File: config.mk
export PLATFORM = sky130hd
export DESIGN_NAME = pqdc_top
export DESIGN_NICKNAME = d
export VERILOG_FILES = /design/src/inc/pqdc_pkg.sv /design/src/core/pqdc_head_age.sv /design/src/core/pqdc_drop_filter.sv /design/src/core/pqdc_top.sv
export SDC_FILE = /design/constraint.sdc
export NUM_CORES = 1
export LEC_CHECK = 0
export BUFFER_PORTS_ARGS = -buffer_cell sky130_fd_sc_hd__clkbuf_2
export CAP_MARGIN = 15
export CORE_UTILIZATION = 46
export DETAILED_ROUTE_END_ITERATION = 16
export PLACE_DENSITY = 0.66
export SLEW_MARGIN = 20
export SYNTH_ARGS = -nofsm -noshare
export SYNTH_HDL_FRONTEND = slang
export SYNTH_SLANG_ARGS = --single-unit
File: constraint.sdc
create_clock -name ref_clk -period 12.1 [get_ports ref_clk]
set_input_delay 3.63 -clock ref_clk [delete_from_list [all_inputs] [get_ports ref_clk]]
set_output_delay 3.63 -clock ref_clk [all_outputs]
set_load 0.03 [all_outputs]
File: src/inc/pqdc_pkg.sv
// pqdc_pkg: constants and carriers for the prefetch queue drop control
// assumes one core clock; all users write pqdc_pkg::name
package pqdc_pkg;
  localparam int PQDC_DEPTH = 8;
  localparam int PQDC_IDX_W = 3;
  localparam int PQDC_CNT_W = 4;
  localparam int PQDC_LINE_W = 26;
  localparam int PQDC_AGE_W = 6;
  // configurable oversubscription thresholds
  localparam logic [PQDC_AGE_W-1:0] PQDC_AGE_MAX = 6'h20; // RL18
  localparam logic [PQDC_CNT_W-1:0] PQDC_SW_MAX = 4'h6; // RL18
  localparam logic [PQDC_CNT_W-1:0] PQDC_FULL = 4'h8;
  localparam logic [PQDC_CNT_W-1:0] PQDC_CNT_RST = 4'h0;
  localparam logic [PQDC_IDX_W-1:0] PQDC_IDX_RST = 3'h0;
  localparam logic [PQDC_AGE_W-1:0] PQDC_AGE_RST = 6'h00;

  typedef enum logic [1:0] {
    PQDC_HINT_NORMAL,
    PQDC_HINT_TLB_L2,
    PQDC_HINT_ANY
  } pqdc_hint_t;

  typedef enum logic [3:0] {
    PQDC_WHY_NONE,
    PQDC_WHY_L1_HIT,
    PQDC_WHY_FILL_BUSY,
    PQDC_WHY_TLB1_MISS,
    PQDC_WHY_XLAT_MISS,
    PQDC_WHY_ADDR_FAULT,
    PQDC_WHY_L2_HIT,
    PQDC_WHY_L2_MISS,
    PQDC_WHY_L2_SEC
  } pqdc_why_t;

  typedef struct packed {
    logic [PQDC_LINE_W-1:0] line;
    logic sw;
    pqdc_hint_t hint;
    logic no_alloc;
  } pqdc_entry_t;

  typedef struct packed {
    pqdc_hint_t hint;
    logic no_alloc;
    logic virt;
    logic faulting;
    logic addr_fault;
    logic l1_hit;
    logic fab_full;
    logic fab_same;
    logic tlb1_miss;
    logic xlat_miss;
    logic l2_hit;
    logic l2_miss;
    logic l2_sec;
    logic fill_cancel;
  } pqdc_res_t;

  localparam pqdc_entry_t PQDC_ENTRY_RST = '0;
endpackage

File: src/core/pqdc_head_age.sv
// pqdc_head_age: saturating age counter of the queue head entry
// assumes clear is high whenever the head leaves or the queue is empty
`timescale 1ns/1ps
module pqdc_head_age (
  // clock and reset
  input wire logic ref_clk,
  input wire logic sys_rst,
  // control
  input wire logic clear,
  // age
  output logic [pqdc_pkg::PQDC_AGE_W-1:0] age_r
);
  always_ff @(posedge ref_clk or posedge sys_rst) begin
    if (sys_rst) begin
      age_r <= pqdc_pkg::PQDC_AGE_RST;
    end else if (clear) begin
      age_r <= pqdc_pkg::PQDC_AGE_RST;
    end else if (age_r != pqdc_pkg::PQDC_AGE_MAX) begin
      age_r <= age_r + pqdc_pkg::PQDC_AGE_W'(1); // RL2
    end
  end
endmodule

File: src/core/pqdc_drop_filter.sv
// pqdc_drop_filter: per-hint drop decision on the lookups of one prefetch
// assumes res carries the hints of the prefetch together with its lookups
`timescale 1ns/1ps
module pqdc_drop_filter (
  // lookup results
  input wire pqdc_pkg::pqdc_res_t res,
  // decision
  output logic drop,
  output pqdc_pkg::pqdc_why_t why,
  output logic l1_fill
);
  logic wants_l1;
  logic only_l1;

  assign wants_l1 = res.virt && !res.no_alloc;
  assign only_l1 = (res.hint != pqdc_pkg::PQDC_HINT_NORMAL) && !res.no_alloc;

  always_comb begin
    why = pqdc_pkg::PQDC_WHY_NONE;
    if (res.virt && !res.faulting && res.addr_fault) begin
      why = pqdc_pkg::PQDC_WHY_ADDR_FAULT; // RL11
    end else if (res.hint != pqdc_pkg::PQDC_HINT_NORMAL && res.xlat_miss) begin
      why = pqdc_pkg::PQDC_WHY_XLAT_MISS; // RL10
    end else if (res.hint == pqdc_pkg::PQDC_HINT_ANY && res.tlb1_miss) begin
      why = pqdc_pkg::PQDC_WHY_TLB1_MISS; // RL9
    end else if (res.l1_hit) begin
      why = pqdc_pkg::PQDC_WHY_L1_HIT; // RL7
    end else if (only_l1 && (res.fab_full || res.fab_same)) begin
      why = pqdc_pkg::PQDC_WHY_FILL_BUSY; // RL8
    end else if (res.l2_sec) begin
      why = pqdc_pkg::PQDC_WHY_L2_SEC; // RL14
    end else if (!wants_l1 && res.l2_hit) begin
      why = pqdc_pkg::PQDC_WHY_L2_HIT; // RL12
    end else if (res.hint != pqdc_pkg::PQDC_HINT_NORMAL && res.l2_miss) begin
      why = pqdc_pkg::PQDC_WHY_L2_MISS; // RL13
    end
  end

  assign drop = (why != pqdc_pkg::PQDC_WHY_NONE);
  // a cancelled first-level fill leaves the outer fill in place
  assign l1_fill = wants_l1 && !drop && !res.fill_cancel && !res.fab_full
    && !res.fab_same && !res.tlb1_miss; // RL15
endmodule

File: src/core/pqdc_top.sv
// pqdc_top: prefetch queue with oversubscription and drop control
// assumes the pipeline reports lookups of issued prefetches on res_*
// and presents ordering-queue retries on the insert port
`timescale 1ns/1ps
// How it works
// (RL1) inserting into a full queue discards the oldest entry
// (RL2) head age, occupancy and software prefetch count are always tracked
// (RL3) old head or many software prefetches: drop a hardware head
// (RL4) same condition, ready software head: block issue one cycle
// (RL5) software at risk and head waiting: replay pipeline until it clears
// (RL6) any-miss hinted line prefetch counts as hardware for oversubscription
// (RL7) drop prefetches that hit the first-level cache
// (RL8) fill-only prefetch dropped when fill buffer full or line already filling
// (RL9) any-miss hinted prefetch dropped on first-level translation miss
// (RL10) non-normal hinted prefetch dropped on translation buffer miss
// (RL11) non-faulting virtual prefetch with address fault is silently dropped
// (RL12) prefetch without first-level fill dropped on mid-level hit
// (RL13) hinted prefetch dropped on mid-level miss
// (RL14) mid-level secondary miss prefetch is dropped
// (RL15) fill cancel removes first-level part, outer fill may proceed
// (RL16) stale hardware prefetches go before software ones
// (RL17) ordering-queue rejects re-enter behind all queued entries
// (RL18) age and software thresholds are configurable constants
module pqdc_top (
  // clock and reset
  input wire logic ref_clk,
  input wire logic sys_rst,
  // insert
  input wire logic ins_valid,
  input wire pqdc_pkg::pqdc_entry_t ins_entry,
  // issue
  output logic iss_valid_r,
  output pqdc_pkg::pqdc_entry_t iss_entry_r,
  input wire logic iss_take,
  input wire logic hd_wait,
  output logic blk_issue_r,
  output logic replay_r,
  // drop events
  output logic ovf_drop_r,
  output logic stale_drop_r,
  // tracked state
  output logic [pqdc_pkg::PQDC_CNT_W-1:0] occupancy_r,
  output logic [pqdc_pkg::PQDC_CNT_W-1:0] sw_cnt_r,
  output logic [pqdc_pkg::PQDC_AGE_W-1:0] head_age_r,
  // lookup results
  input wire logic res_valid,
  input wire pqdc_pkg::pqdc_res_t res,
  output logic res_drop_r,
  output pqdc_pkg::pqdc_why_t res_why_r,
  output logic l1_fill_r,
  output logic l2_fill_r
);
  ////////////////////////////////////////////////////////////////////////
  pqdc_pkg::pqdc_entry_t mem_r [pqdc_pkg::PQDC_DEPTH];
  logic [pqdc_pkg::PQDC_IDX_W-1:0] head_r;
  logic [pqdc_pkg::PQDC_IDX_W-1:0] tail_r;
  logic [pqdc_pkg::PQDC_IDX_W-1:0] head_nxt;
  logic [pqdc_pkg::PQDC_CNT_W-1:0] cnt_nxt;
  logic [pqdc_pkg::PQDC_CNT_W-1:0] sw_nxt;
  logic full;
  logic over;
  logic hd_sw;
  logic ins_sw;
  logic hw_drop;
  logic pop_norm;
  logic ovf;
  logic pop;
  logic flt_drop;
  logic flt_l1;
  pqdc_pkg::pqdc_why_t flt_why;

  ////////////////////////////////////////////////////////////////////////
  // oversubscription decision on the registered head
  assign full = (occupancy_r == pqdc_pkg::PQDC_FULL);
  assign over = (head_age_r >= pqdc_pkg::PQDC_AGE_MAX)
    || (sw_cnt_r >= pqdc_pkg::PQDC_SW_MAX); // RL2
  // any-miss hinted software prefetches are treated as hardware
  assign hd_sw = iss_entry_r.sw
    && (iss_entry_r.hint != pqdc_pkg::PQDC_HINT_ANY); // RL6
  assign ins_sw = ins_entry.sw
    && (ins_entry.hint != pqdc_pkg::PQDC_HINT_ANY); // RL6
  assign hw_drop = iss_valid_r && over && !hd_sw; // RL3 RL16
  assign pop_norm = hw_drop || (iss_valid_r && iss_take);
  assign ovf = ins_valid && full && !pop_norm; // RL1
  assign pop = pop_norm || ovf;
  assign head_nxt = head_r + pqdc_pkg::PQDC_IDX_W'(pop);
  assign cnt_nxt = occupancy_r + pqdc_pkg::PQDC_CNT_W'(ins_valid)
    - pqdc_pkg::PQDC_CNT_W'(pop);
  assign sw_nxt = sw_cnt_r + pqdc_pkg::PQDC_CNT_W'(ins_valid && ins_sw)
    - pqdc_pkg::PQDC_CNT_W'(pop && hd_sw);

  ////////////////////////////////////////////////////////////////////////
  // storage; a retry is written at the tail like any other insert
  for (genvar i = 0; i < pqdc_pkg::PQDC_DEPTH; i++) begin : g_ent
    always_ff @(posedge ref_clk or posedge sys_rst) begin
      if (sys_rst) begin
        mem_r[i] <= pqdc_pkg::PQDC_ENTRY_RST;
      end else if (ins_valid && tail_r == pqdc_pkg::PQDC_IDX_W'(i)) begin
        mem_r[i] <= ins_entry; // RL17
      end
    end
  end

  always_ff @(posedge ref_clk or posedge sys_rst) begin
    if (sys_rst) begin
      head_r <= pqdc_pkg::PQDC_IDX_RST;
      tail_r <= pqdc_pkg::PQDC_IDX_RST;
    end else begin
      head_r <= head_nxt; // RL1
      tail_r <= tail_r + pqdc_pkg::PQDC_IDX_W'(ins_valid); // RL17
    end
  end

  always_ff @(posedge ref_clk or posedge sys_rst) begin
    if (sys_rst) begin
      occupancy_r <= pqdc_pkg::PQDC_CNT_RST;
      sw_cnt_r <= pqdc_pkg::PQDC_CNT_RST;
    end else begin
      occupancy_r <= cnt_nxt; // RL2
      sw_cnt_r <= sw_nxt; // RL2
    end
  end

  ////////////////////////////////////////////////////////////////////////
  // head presented to the pipeline, taken from the next state
  always_ff @(posedge ref_clk or posedge sys_rst) begin
    if (sys_rst) begin
      iss_valid_r <= 1'b0;
      iss_entry_r <= pqdc_pkg::PQDC_ENTRY_RST;
    end else begin
      iss_valid_r <= (cnt_nxt != pqdc_pkg::PQDC_CNT_RST);
      if (ins_valid && tail_r == head_nxt) begin
        iss_entry_r <= ins_entry;
      end else begin
        iss_entry_r <= mem_r[head_nxt];
      end
    end
  end

  pqdc_head_age u_age (
    .ref_clk(ref_clk),
    .sys_rst(sys_rst),
    .clear(pop || !iss_valid_r),
    .age_r(head_age_r)
  );

  ////////////////////////////////////////////////////////////////////////
  // issue slot forcing and pipeline replay
  always_ff @(posedge ref_clk or posedge sys_rst) begin
    if (sys_rst) begin
      blk_issue_r <= 1'b0;
    end else begin
      blk_issue_r <= iss_valid_r && over && hd_sw && !hd_wait && !blk_issue_r; // RL4
    end
  end

  always_ff @(posedge ref_clk or posedge sys_rst) begin
    if (sys_rst) begin
      replay_r <= 1'b0;
    end else begin
      // held while software prefetches are at risk and nothing can issue
      replay_r <= iss_valid_r && hd_wait
        && (sw_cnt_r >= pqdc_pkg::PQDC_SW_MAX); // RL5
    end
  end

  always_ff @(posedge ref_clk or posedge sys_rst) begin
    if (sys_rst) begin
      ovf_drop_r <= 1'b0;
      stale_drop_r <= 1'b0;
    end else begin
      ovf_drop_r <= ovf; // RL1
      stale_drop_r <= hw_drop; // RL3
    end
  end

  ////////////////////////////////////////////////////////////////////////
  // per-hint drop filtering of lookup results
  pqdc_drop_filter u_flt (
    .res(res),
    .drop(flt_drop),
    .why(flt_why),
    .l1_fill(flt_l1)
  );

  always_ff @(posedge ref_clk or posedge sys_rst) begin
    if (sys_rst) begin
      res_drop_r <= 1'b0;
      res_why_r <= pqdc_pkg::PQDC_WHY_NONE;
      l1_fill_r <= 1'b0;
      l2_fill_r <= 1'b0;
    end else begin
      res_drop_r <= res_valid && flt_drop; // RL7
      res_why_r <= res_valid ? flt_why : pqdc_pkg::PQDC_WHY_NONE;
      l1_fill_r <= res_valid && flt_l1; // RL15
      l2_fill_r <= res_valid && !flt_drop && !res.l2_hit; // RL15
    end
  end
endmodule

# Word level (Yosys, flattened, before mapping)
# Index checks and enable logic that the tools add are counted.
# word_totals
inputBits	51
output_inout_bits	56
register_bits	302
word_cells	154
# op_classes
n_eq_ne	13
n_lt_le_gt_ge	3
reduce_logical	65
mux	15
bitwise	1
add_sub_neg	7
# op_table
op	n
$bmux W30 S3	1
$mux W30	3
$logic_and A1 B1 Y1	41
$mux W4	8
$logic_not A1 Y1	14
$eq A3 B3 Y1 const B	4
$mux W6	2
$add A4 B1 Y4	2
$reduce_bool A4 Y1	2
$sub A4 B1 Y4	2
$add A3 B1 Y3	2
$add A6 B1 Y6 const B	1
$eq A3 B2 Y1 const B	2
$ge A6 B6 Y1 const B	1
$ne A6 B6 Y1 const B	1
$logic_or A1 B1 Y1	5
$eq A4 B4 Y1 const B	1
$ge A4 B3 Y1 const B	1
$ge A4 B4 Y1 const B	1
$ne A2 B2 Y1 const B	2
$not A3 Y4	1
$reduce_bool A2 Y1	2
$eq A3 B1 Y1 const B	1
$eq A3 B3 Y1	1
other kinds (3)	3

# Longest topological paths before layout
# Gate-level depths: netlist of the first run.
# logic_depth
word_depth	19
ltp_mapped	14
mapped_depth_nobuf	13

# Hierarchy
# A second synthesis of the first run with hierarchy kept.
# hier_totals
hier_cells	998
area_unflattened_um2	13585.5
# modules_own_cells
module	seq_area_each_um2	cells_each	instances	area_per_inst_um2
pqdc_top	7407.1	937	1	13060.0
pqdc_head_age	150.1	32	1	324.1
pqdc_drop_filter	0.0	29	1	201.4

# Least setup slack after synthesis of the first run
# No wires, ideal clock.
# synth_path
kind	in2reg
start	input port ins_valid
end	register iss_valid_r
required_ns	11.961
arrival_time_ns	5.724
setup_ns	0.139
path_buffers	1
slack_ns	6.238
path_stages	11
cell_sequence	buf_2 -> nand4_1 -> a21boi_0 -> nand2_1 -> ha_1 -> inv_1 -> ha_1 -> inv_1 -> fa_1 -> inv_1 -> or4_1
# synth_between
elab_chain_len	5
elab_cells_between_ends	6
cone_classes	add/sub (2); reduce/logical (4)
# synth_lines
element	line_no	source
start: declaration	pqdc_top.sv:29	input wire logic ins_valid,
branches (longest 3 deep; another with $add A4 B1 Y4)	--	
$sub A4 B1 Y4 (*)	pqdc_top.sv:88	- pqdc_pkg::PQDC_CNT_W'(pop);
named net cnt_nxt (one bit)	pqdc_top.sv:58	logic [pqdc_pkg::PQDC_CNT_W-1:0] cnt_nxt;
$reduce_bool A4 Y1 (*)	pqdc_top.sv:131	iss_valid_r <= (cnt_nxt != pqdc_pkg::PQDC_CNT_RST);
end signal: assignment	pqdc_top.sv:131	
end: declaration	pqdc_top.sv:32	output logic iss_valid_r,
# Mark *: on every way through the listed nets, which the timed path passes.
# A chain may end at the register's enable or synchronous reset.

# Worst setup path in the final report of the first run
# layout_path
start	input port ins_valid
end	register iss_entry_r[12] (netlist name)
# layout_between
elab_chain_len	9
elab_cells_between_ends	11
cone_classes	add/sub (1); eq/ne (1); mux (4); bitwise (1); reduce/logical (4)
# layout_lines
element	line_no	source
$logic_and A1 B1 Y1 (*) (2 in a row)	pqdc_top.sv:84	assign ovf = ins_valid && full && !pop_norm;
$logic_or A1 B1 Y1 (*)	pqdc_top.sv:85	assign pop = pop_norm || ovf;
$add A3 B1 Y3 (*)	pqdc_top.sv:86	assign head_nxt = head_r + pqdc_pkg::PQDC_IDX_W'(pop);
named net head_nxt (one bit)	pqdc_top.sv:57	logic [pqdc_pkg::PQDC_IDX_W-1:0] head_nxt;
$not A3 Y4 (not written as such)	pqdc_top.sv:135	iss_entry_r <= mem_r[head_nxt];
$bmux W30 S3	pqdc_top.sv:135	
$mux W30 (not written as such) (2 in a row)	pqdc_top.sv:135	
$mux W30 (*)	pqdc_top.sv:132	if (ins_valid && tail_r == head_nxt) begin
end signal: assignment	pqdc_top.sv:129	iss_entry_r <= pqdc_pkg::PQDC_ENTRY_RST;
end signal: assignment	pqdc_top.sv:133	iss_entry_r <= ins_entry;
end signal: assignment	pqdc_top.sv:135	
end: declaration	pqdc_top.sv:33	output pqdc_pkg::pqdc_entry_t iss_entry_r,
# Mark *: on every way through the listed nets, which the timed path passes. The rest lies on a longest branch. The select of a mux whose other input is x is not followed.

==> results of run 1 <==
==> report_power, final <==
group          leakage, uW  internal, uW  total [uW]  switching (uW)
clock network     0.000568           642        1040             396
registers          0.00365          1520        1760             241
logic              0.00260          1210        2230            1020
==> layout make-up <==
| class | instances | share of cell area, % |
|---|---|---|
| timing repair buffer | 123 | 4.358 |
| multi-input combinational | 495 | 35.41 |
| clock buffer | 52 | 6.838 |
| antenna | 1 | 0.01626 |
| inverter | 21 | 0.5610 |
| sequential | 302 | 49.11 |
| clock inverter | 9 | 0.6342 |
| tap | 378 | 3.073 |
==> per-stage QoR <==
stage	hold slack (ns)	total power [uW]
2_1_floorplan	0.4446	3537
3_3_place_gp	0.4220	3979
3_5_place_dp	0.4312	4035
4_1_cts	0.4392	5099
5_1_grt	0.4640	5373
6_report	0.4391	5035
==> per-layer routing <==
layer	vias to the layer above	global-route usage (%)	wire [um]
met5	-	0	0
met4	0	5.848	593
met1	3968	25.91	12060
met2	145	31.14	12610
li1	3407	-	-
met3	38	3.067	1003
==> sequential cells by signal, summed over array words and instances, names as in the netlist, 3 cells and up <==
name and count:
mem_r 240, iss_entry_r 30, u_age.age_r 6, occupancy_r 4
res_why_r 4, sw_cnt_r 4, head_r 3, tail_r 3
==> worst paths after layout <==
path                                        from                   endpoint  slack (ns)  depth (start not counted)
min reg2reg                blk_issue_r$_DFF_PP0_      blk_issue_r$_DFF_PP0_        0.44                          1
min in group asynchronous                sys_rst      mem_r[27]$_DFFE_PP0P_        3.25                          2
max                                    ins_valid  iss_entry_r[12]$_DFF_PP0_        5.70                         12
max in group asynchronous                sys_rst     mem_r[125]$_DFFE_PP0P_        7.42                          3
min                        blk_issue_r$_DFF_PP0_      blk_issue_r$_DFF_PP0_        0.44                          1
max reg2reg                sw_cnt_r[2]$_DFF_PP0_  iss_entry_r[12]$_DFF_PP0_        8.34                         13
==> synth_stat cells, types with 2 or more instances <==
cell type | count | share of area, %
nor3_1 | 3 | 0.11
nor4_1 | 3 | 0.14
a21boi_0 | 2 | 0.11
nand4b_1 | 4 | 0.26
nand3b_1 | 3 | 0.17
ha_1 | 16 | 1.5
nor2_1 | 41 | 1.2
nand3_1 | 3 | 0.11
xor2_1 | 4 | 0.26
nand2b_1 | 4 | 0.19
a21o_1 | 3 | 0.17
mux2_2 | 236 | 20
o21ai_1 | 2 | 0.075
nand2_1 | 9 | 0.25
mux4_2 | 60 | 10
clkbuf_1 | 10 | 0.28
o21ai_0 | 7 | 0.26
buf_2 | 40 | 1.5
or4_1 | 2 | 0.11
dfrtp_1 | 302 | 57
nor3b_1 | 2 | 0.11
fa_1 | 2 | 0.30
inv_1 | 21 | 0.59
xnor2_1 | 9 | 0.59
a21oi_1 | 34 | 1.3
mux2i_1 | 31 | 2.3
nand4_1 | 3 | 0.14
==> cells by family after synthesis <==
logic type,Yosys count,share of synthesized area (%)
buffers and inverters,73,2.468
xor gates and xnor gates,13,0.8574
AOI/OAI and AO/OA,56,2.412
muxes,327,32.52
adders and majority gates,18,1.809
DFF,302,56.91
and+or+nand+nor,81,3.024
==> metrics, run 1 <==
CP Class in -> reg; largest net degree at the start of global routing 107; CP Max Fanout 50; Ys Warns 0; vias in the first global route 7,797; Slowest cell on crit path buf_4; most frequent cells in the layout 302 x dfrtp_1, 236 x mux2_2, 106 x clkbuf_2; final wirelength 26,260 um; clk_skew 0.01374 ns; PortBufs 106; Reg clk slew, reported paths 0.06 ns; Ports 107; Core Region 28,090 sq um; vias 7,558; DP Worst Slack 5.156 ns; drt wl/cell 19.02 um; aggregate global-route resource usage 18.95%; CP Cell Sequence clkbuf_2 -> nand4_1 -> a21boi_0 -> nand2_1 -> ha_4 -> ha_2 -> buf_4 -> xnor2_1 -> nand4_1 -> buf_4 -> nor2_1 -> a21oi_1; Cell Area, Placed 14,220 sq um; number of flops mapped to enable cells by yosys 0; CTS Buffer Depth 3; CTS sink cnt 302; vias per std cell 5.473; RD Place Congestion 0.7206; Setup TNS Final 0 ns; final instance area 15,390 sq um; nature of the critical path startpoint input port; Area Growth Syn to Fin 15.88%; worst rel slew slack 40.23%; Main synth FF type dfrtp_1; share of cells above drive strength 1 48.10%; post-synthesis sequential area ratio 56.91%; period utilization 52.87%; Core Rows 61; Yosys cell types 41; Net Count, Synth 939; Syn Area/Cell 15.26 sq um; critical path arrival 6.82 ns; Worst Slack Setup Final 5.703 ns; cts bufs inserted 34; initial antenna violation count 1; drt initial violations 280; WP data required 12.52 ns; fraction of registers with async set/reset 100.0%; crit-path leading delay family buffers and inverters; Die Area 29,550 sq um; LEAKAGE 0.006820 uW; Crit. End Element flop; Die Y-Extent 171.9 um; status finished, final reports clean; clk root buf clkbuf_16; Max Cap Viol 0; final slew viol count 0; Buf/Inv on CP 3; synthesized flop and latch total 302; Final Hold Fails 0; Cells after Synth 870; slowest stage delay, CP 0.69 ns; hold-fix buffers at CTS 0; Final ANT Viol Nets 0; Die W 171.9 um; RSZ-0062 raised after global routing false; Final Util 54.79%; DRT Pass-1 Iters 4; Sequential Area 7557 sq um; number of remaining DRC errors 0; placed cells 1,318; commonest non-fill, non-tap cell in the layout dfrtp_1; Post CTS Setup Buffer Count 0; CTS tree done; hpwl dp 14,630 um; Hold Crit Class reg -> reg; Clk Latency, worst-skew pair 0.51 ns; Synth Cell Area 13,280 sq um; setup violators final 0; # resized after CTS 0; first-pass GRT wire length 42,840 um; Filler Cell Count 2,358; Finished Layout Cells 1,381; Cell Pwr Density 327.2 nW/um^2; worst vdd ir 0.0001843 V; slew of the pin with the lowest slew margin 0.8966 ns; Tmin final 6.397 ns; maximum clock rate 156.3 MHz; grt ovf 0; multi-input logic area 5449 sq um; htree depth 2; Layout Nets 1,046; initial core utilization 47.28%
Note: power is estimated with default switching activity, not from simulation.
==> run 2, diff against run 1 <==
--- a/config.mk
+++ b/config.mk
@@ -5,6 +5,7 @@
 export SDC_FILE = /design/constraint.sdc
 export NUM_CORES = 1
 export LEC_CHECK = 0
+export ABC_AREA = 1
 export BUFFER_PORTS_ARGS = -buffer_cell sky130_fd_sc_hd__clkbuf_2
 export CAP_MARGIN = 15
 export CORE_UTILIZATION = 46
==> constraint.sdc (replaced) <==
create_clock -name ref_clk -period 5.2 [get_ports ref_clk]
set_input_delay 1.56 -clock ref_clk [delete_from_list [all_inputs] [get_ports ref_clk]]
set_output_delay 1.56 -clock ref_clk [all_outputs]
set_load 0.03 [all_outputs]
==> run 2 against run 1 <==
  * Die area increased by 1.6%
  * Setup slack worse by 4.4 ns
  * Critical path depth fell by 1
  * Design area about the same
  * Sequential power rose by 130%
  * Combinational power increased to 2.7 times the previous value
  * Worst hold slack improved by 0.020 ns
  * Critical endpoint is now iss_entry_r[19]$_DFF_PP0_
  * Sequential share of layout area about the same
  * Clock power up 130%
==> metrics, run 2 <==
post-synthesis sequential area ratio 56.02% (was 56.91%); Ys Warns 0 (unchanged); LEAKAGE 0.007354 uW (was 0.006820 uW); Synth Cell Area 13,490 sq um (was 13,280 sq um); Finished Layout Cells 1,971 (was 1,381); leading registers by flop count mem_r x240, iss_entry_r x30, u_age.age_r x6 (unchanged); Post-synth top cells 335 x o21ai_0, 302 x dfrtp_1, 289 x nand2_1 (was 302 x dfrtp_1, 236 x mux2_2, 60 x mux4_2); DRT Pass-1 Iters 5 (was 4); WHS 0.4591 ns (was 0.4391 ns); cts bufs inserted 34 (unchanged); Setup TNS Final 0 ns (unchanged); status finished, final reports clean (unchanged); Cell Pwr Density 800.6 nW/um^2 (was 327.2 nW/um^2); drt initial violations 882 (was 280); critical path arrival 4.29 ns (was 6.82 ns); fraction of registers with async set/reset 100.0% (unchanged); CTS tree done (unchanged); htree depth 2 (unchanged); Tmin final 3.870 ns; CTS sink cnt 302 (unchanged); Syn Area/Cell 8.970 sq um (was 15.26 sq um); final slew viol count 0 (unchanged); Synth area leaders dfrtp_1 56%, o21ai_0 12%, nand2_1 8.0%, nor2_1 4.6%, inv_1 2.8% (was dfrtp_1 57%, mux2_2 20%, mux4_2 10%, mux2i_1 2.3%, buf_2 1.5%); vias 10,570 (was 7,558); Max Cap Viol 0 (unchanged); post-synth top area cell dfrtp_1 (unchanged); initial antenna violation count 0 (was 1); WP data required 5.62 ns (was 12.52 ns); slew of the pin with the lowest slew margin 1.041 ns (was 0.8966 ns); max reg flops 240 (unchanged); CP Class in -> reg (unchanged); first-pass GRT wire length 54,290 um (was 42,840 um); commonest non-fill, non-tap cell in the layout o21ai_0 (was dfrtp_1); drt wl/cell 16.49 um (was 19.02 um); clk root buf clkbuf_16 (unchanged); aggregate global-route resource usage 22.35% (was 18.95%); vias per std cell 5.364 (was 5.473); Core Rows 62 (was 61); PortBufs 106 (unchanged); Main synth FF type dfrtp_1 (unchanged); period utilization 74.43%; nature of the critical path startpoint input port (unchanged); Final ANT Viol Nets 0 (unchanged); Largest Register mem_r (unchanged); hpwl dp 17,800 um (was 14,630 um); Yosys cell types 30 (was 41); CP Max Fanout 60 (was 50); Reg clk slew, reported paths 0.06 ns (about the same); largest net degree at the start of global routing 159 (was 107); number of flops mapped to enable cells by yosys 0 (unchanged); synthesized flop and latch total 302 (unchanged); clk_skew 0.01082 ns (was 0.01374 ns); Net Count, Synth 1,573 (was 939); maximum clock rate 258.4 MHz; Synth top area share 56.02% (was 56.91%); Final Util 53.43% (was 54.79%); hold-fix buffers at CTS 0 (unchanged); final instance area 15,380 sq um (was 15,390 sq um); placed cells 1,912 (was 1,318); share of cells above drive strength 1 14.93% (was 48.10%); # resized after CTS 0 (unchanged); most frequent cells in the layout 335 x o21ai_0, 302 x dfrtp_1, 283 x nand2_1 (was 302 x dfrtp_1, 236 x mux2_2, 106 x clkbuf_2); Die Area 30,020 sq um (was 29,550 sq um); Cells after Synth 1,504 (was 870); Ports 107 (unchanged); Crit. End Element flop (unchanged); Layout Nets 1,633 (was 1,046); RSZ-0062 raised after global routing false (unchanged); initial core utilization 46.87% (was 47.28%); Post CTS Setup Buffer Count 0 (unchanged); Area Growth Syn to Fin 14.00% (was 15.88%); Cell Area, Placed 14,260 sq um (was 14,220 sq um); Core Region 28,780 sq um (was 28,090 sq um); Clk Latency, worst-skew pair 0.51 ns (about the same); Die Y-Extent 173.3 um (was 171.9 um); CTS Buffer Depth 3 (unchanged); number of remaining DRC errors 0 (unchanged); most frequent cell after synthesis o21ai_0 (was dfrtp_1); vias in the first global route 10,390 (was 7,797); RD Place Congestion 0.7609 (was 0.7206); grt ovf 0 (unchanged); ANT cells 0 (was 1); Final Hold Fails 0 (unchanged); worst vdd ir 0.0007804 V (was 0.0001843 V); Die W 173.3 um (was 171.9 um); Hold Crit Class reg -> reg (unchanged); setup violators final 0 (unchanged); worst rel slew slack 30.57% (was 40.23%); final wirelength 32,510 um (was 26,260 um)
-- run 2: power by group --
part           internal (uW)  total (uW)  switching [uW]  leakage [uW]
sequential              3440        3990             553       0.00378
clock                   1440        2350             910      0.000548
combinational           2080        5970            3900       0.00303
total                   6950       12300            5360       0.00735
-- run 2: layout make-up --
type | count | area (sq um)
multi-input cells | 1002 | 5132
flip-flops and latches | 302 | 7557
clock inverters | 2 | 13.76
fillers | 2668 | 13400
clock buffers | 57 | 1101
inverters | 101 | 385.4
repair buffers | 123 | 708.2
well taps | 384 | 480.5
-- run 2: worst max-delay path, cell delays in order --
cell and delay, ns:
clkbuf_2 0.15, nand4_1 0.16, nand2_1 0.15, ha_4 0.19, ha_2 0.61, inv_1 0.11
o22ai_1 0.14, nor2_1 0.09, nand2_4 0.72, nand3_1 0.20, o21ai_2 0.12
-- run 2: per-layer routing --
layer,GRT usage [%],vias to the layer above,share of wire (%)
met5,0,-,0
met4,5.937,0,1.9
met3,3.706,47,4.6
met2,37.90,240,48
met1,29.79,5141,45
li1,-,5145,-
-- run 2: cells by family (layout without fill, tap and decap cells) --
kind of cell	after synthesis	in the layout	share of synthesized area, %
AO/OA/AOI/OAI	461	461	19.43
adder cells (fa/ha/maj)	18	18	1.781
XOR/XNOR	8	8	0.6307
AND/OR/NAND/NOR	515	515	15.78
buffers and inverters	200	283	6.363
flip-flops	302	302	56.02
-- run 2: path summary, 6_finish.rpt --
| path | cells after the start | end | slack (ns) | startpoint |
|---|---|---|---|---|
| setup / recovery | 11 | iss_entry_r[19]$_DFF_PP0_ | 1.33 | ins_valid |
| hold / removal | 1 | blk_issue_r$_DFF_PP0_ | 0.46 | blk_issue_r$_DFF_PP0_ |
| setup reg to reg | 15 | iss_entry_r[19]$_DFF_PP0_ | 1.51 | sw_cnt_r[2]$_DFF_PP0_ |
| hold reg to reg | 1 | blk_issue_r$_DFF_PP0_ | 0.46 | blk_issue_r$_DFF_PP0_ |
| max in group asynchronous | 3 | iss_entry_r[13]$_DFF_PP0_ | 3.19 | sys_rst |
| min in group asynchronous | 2 | tail_r[1]$_DFF_PP0_ | 0.94 | sys_rst |
-- run 2: stage by stage --
stage,worst slack [ns],total power [uW]
final,1.330,12310
after global routing,1.110,13350
after CTS,1.371,12410
after detailed placement,0.8423,9994
after global placement,0.8973,9801
after floorplan,-0.3750,8516
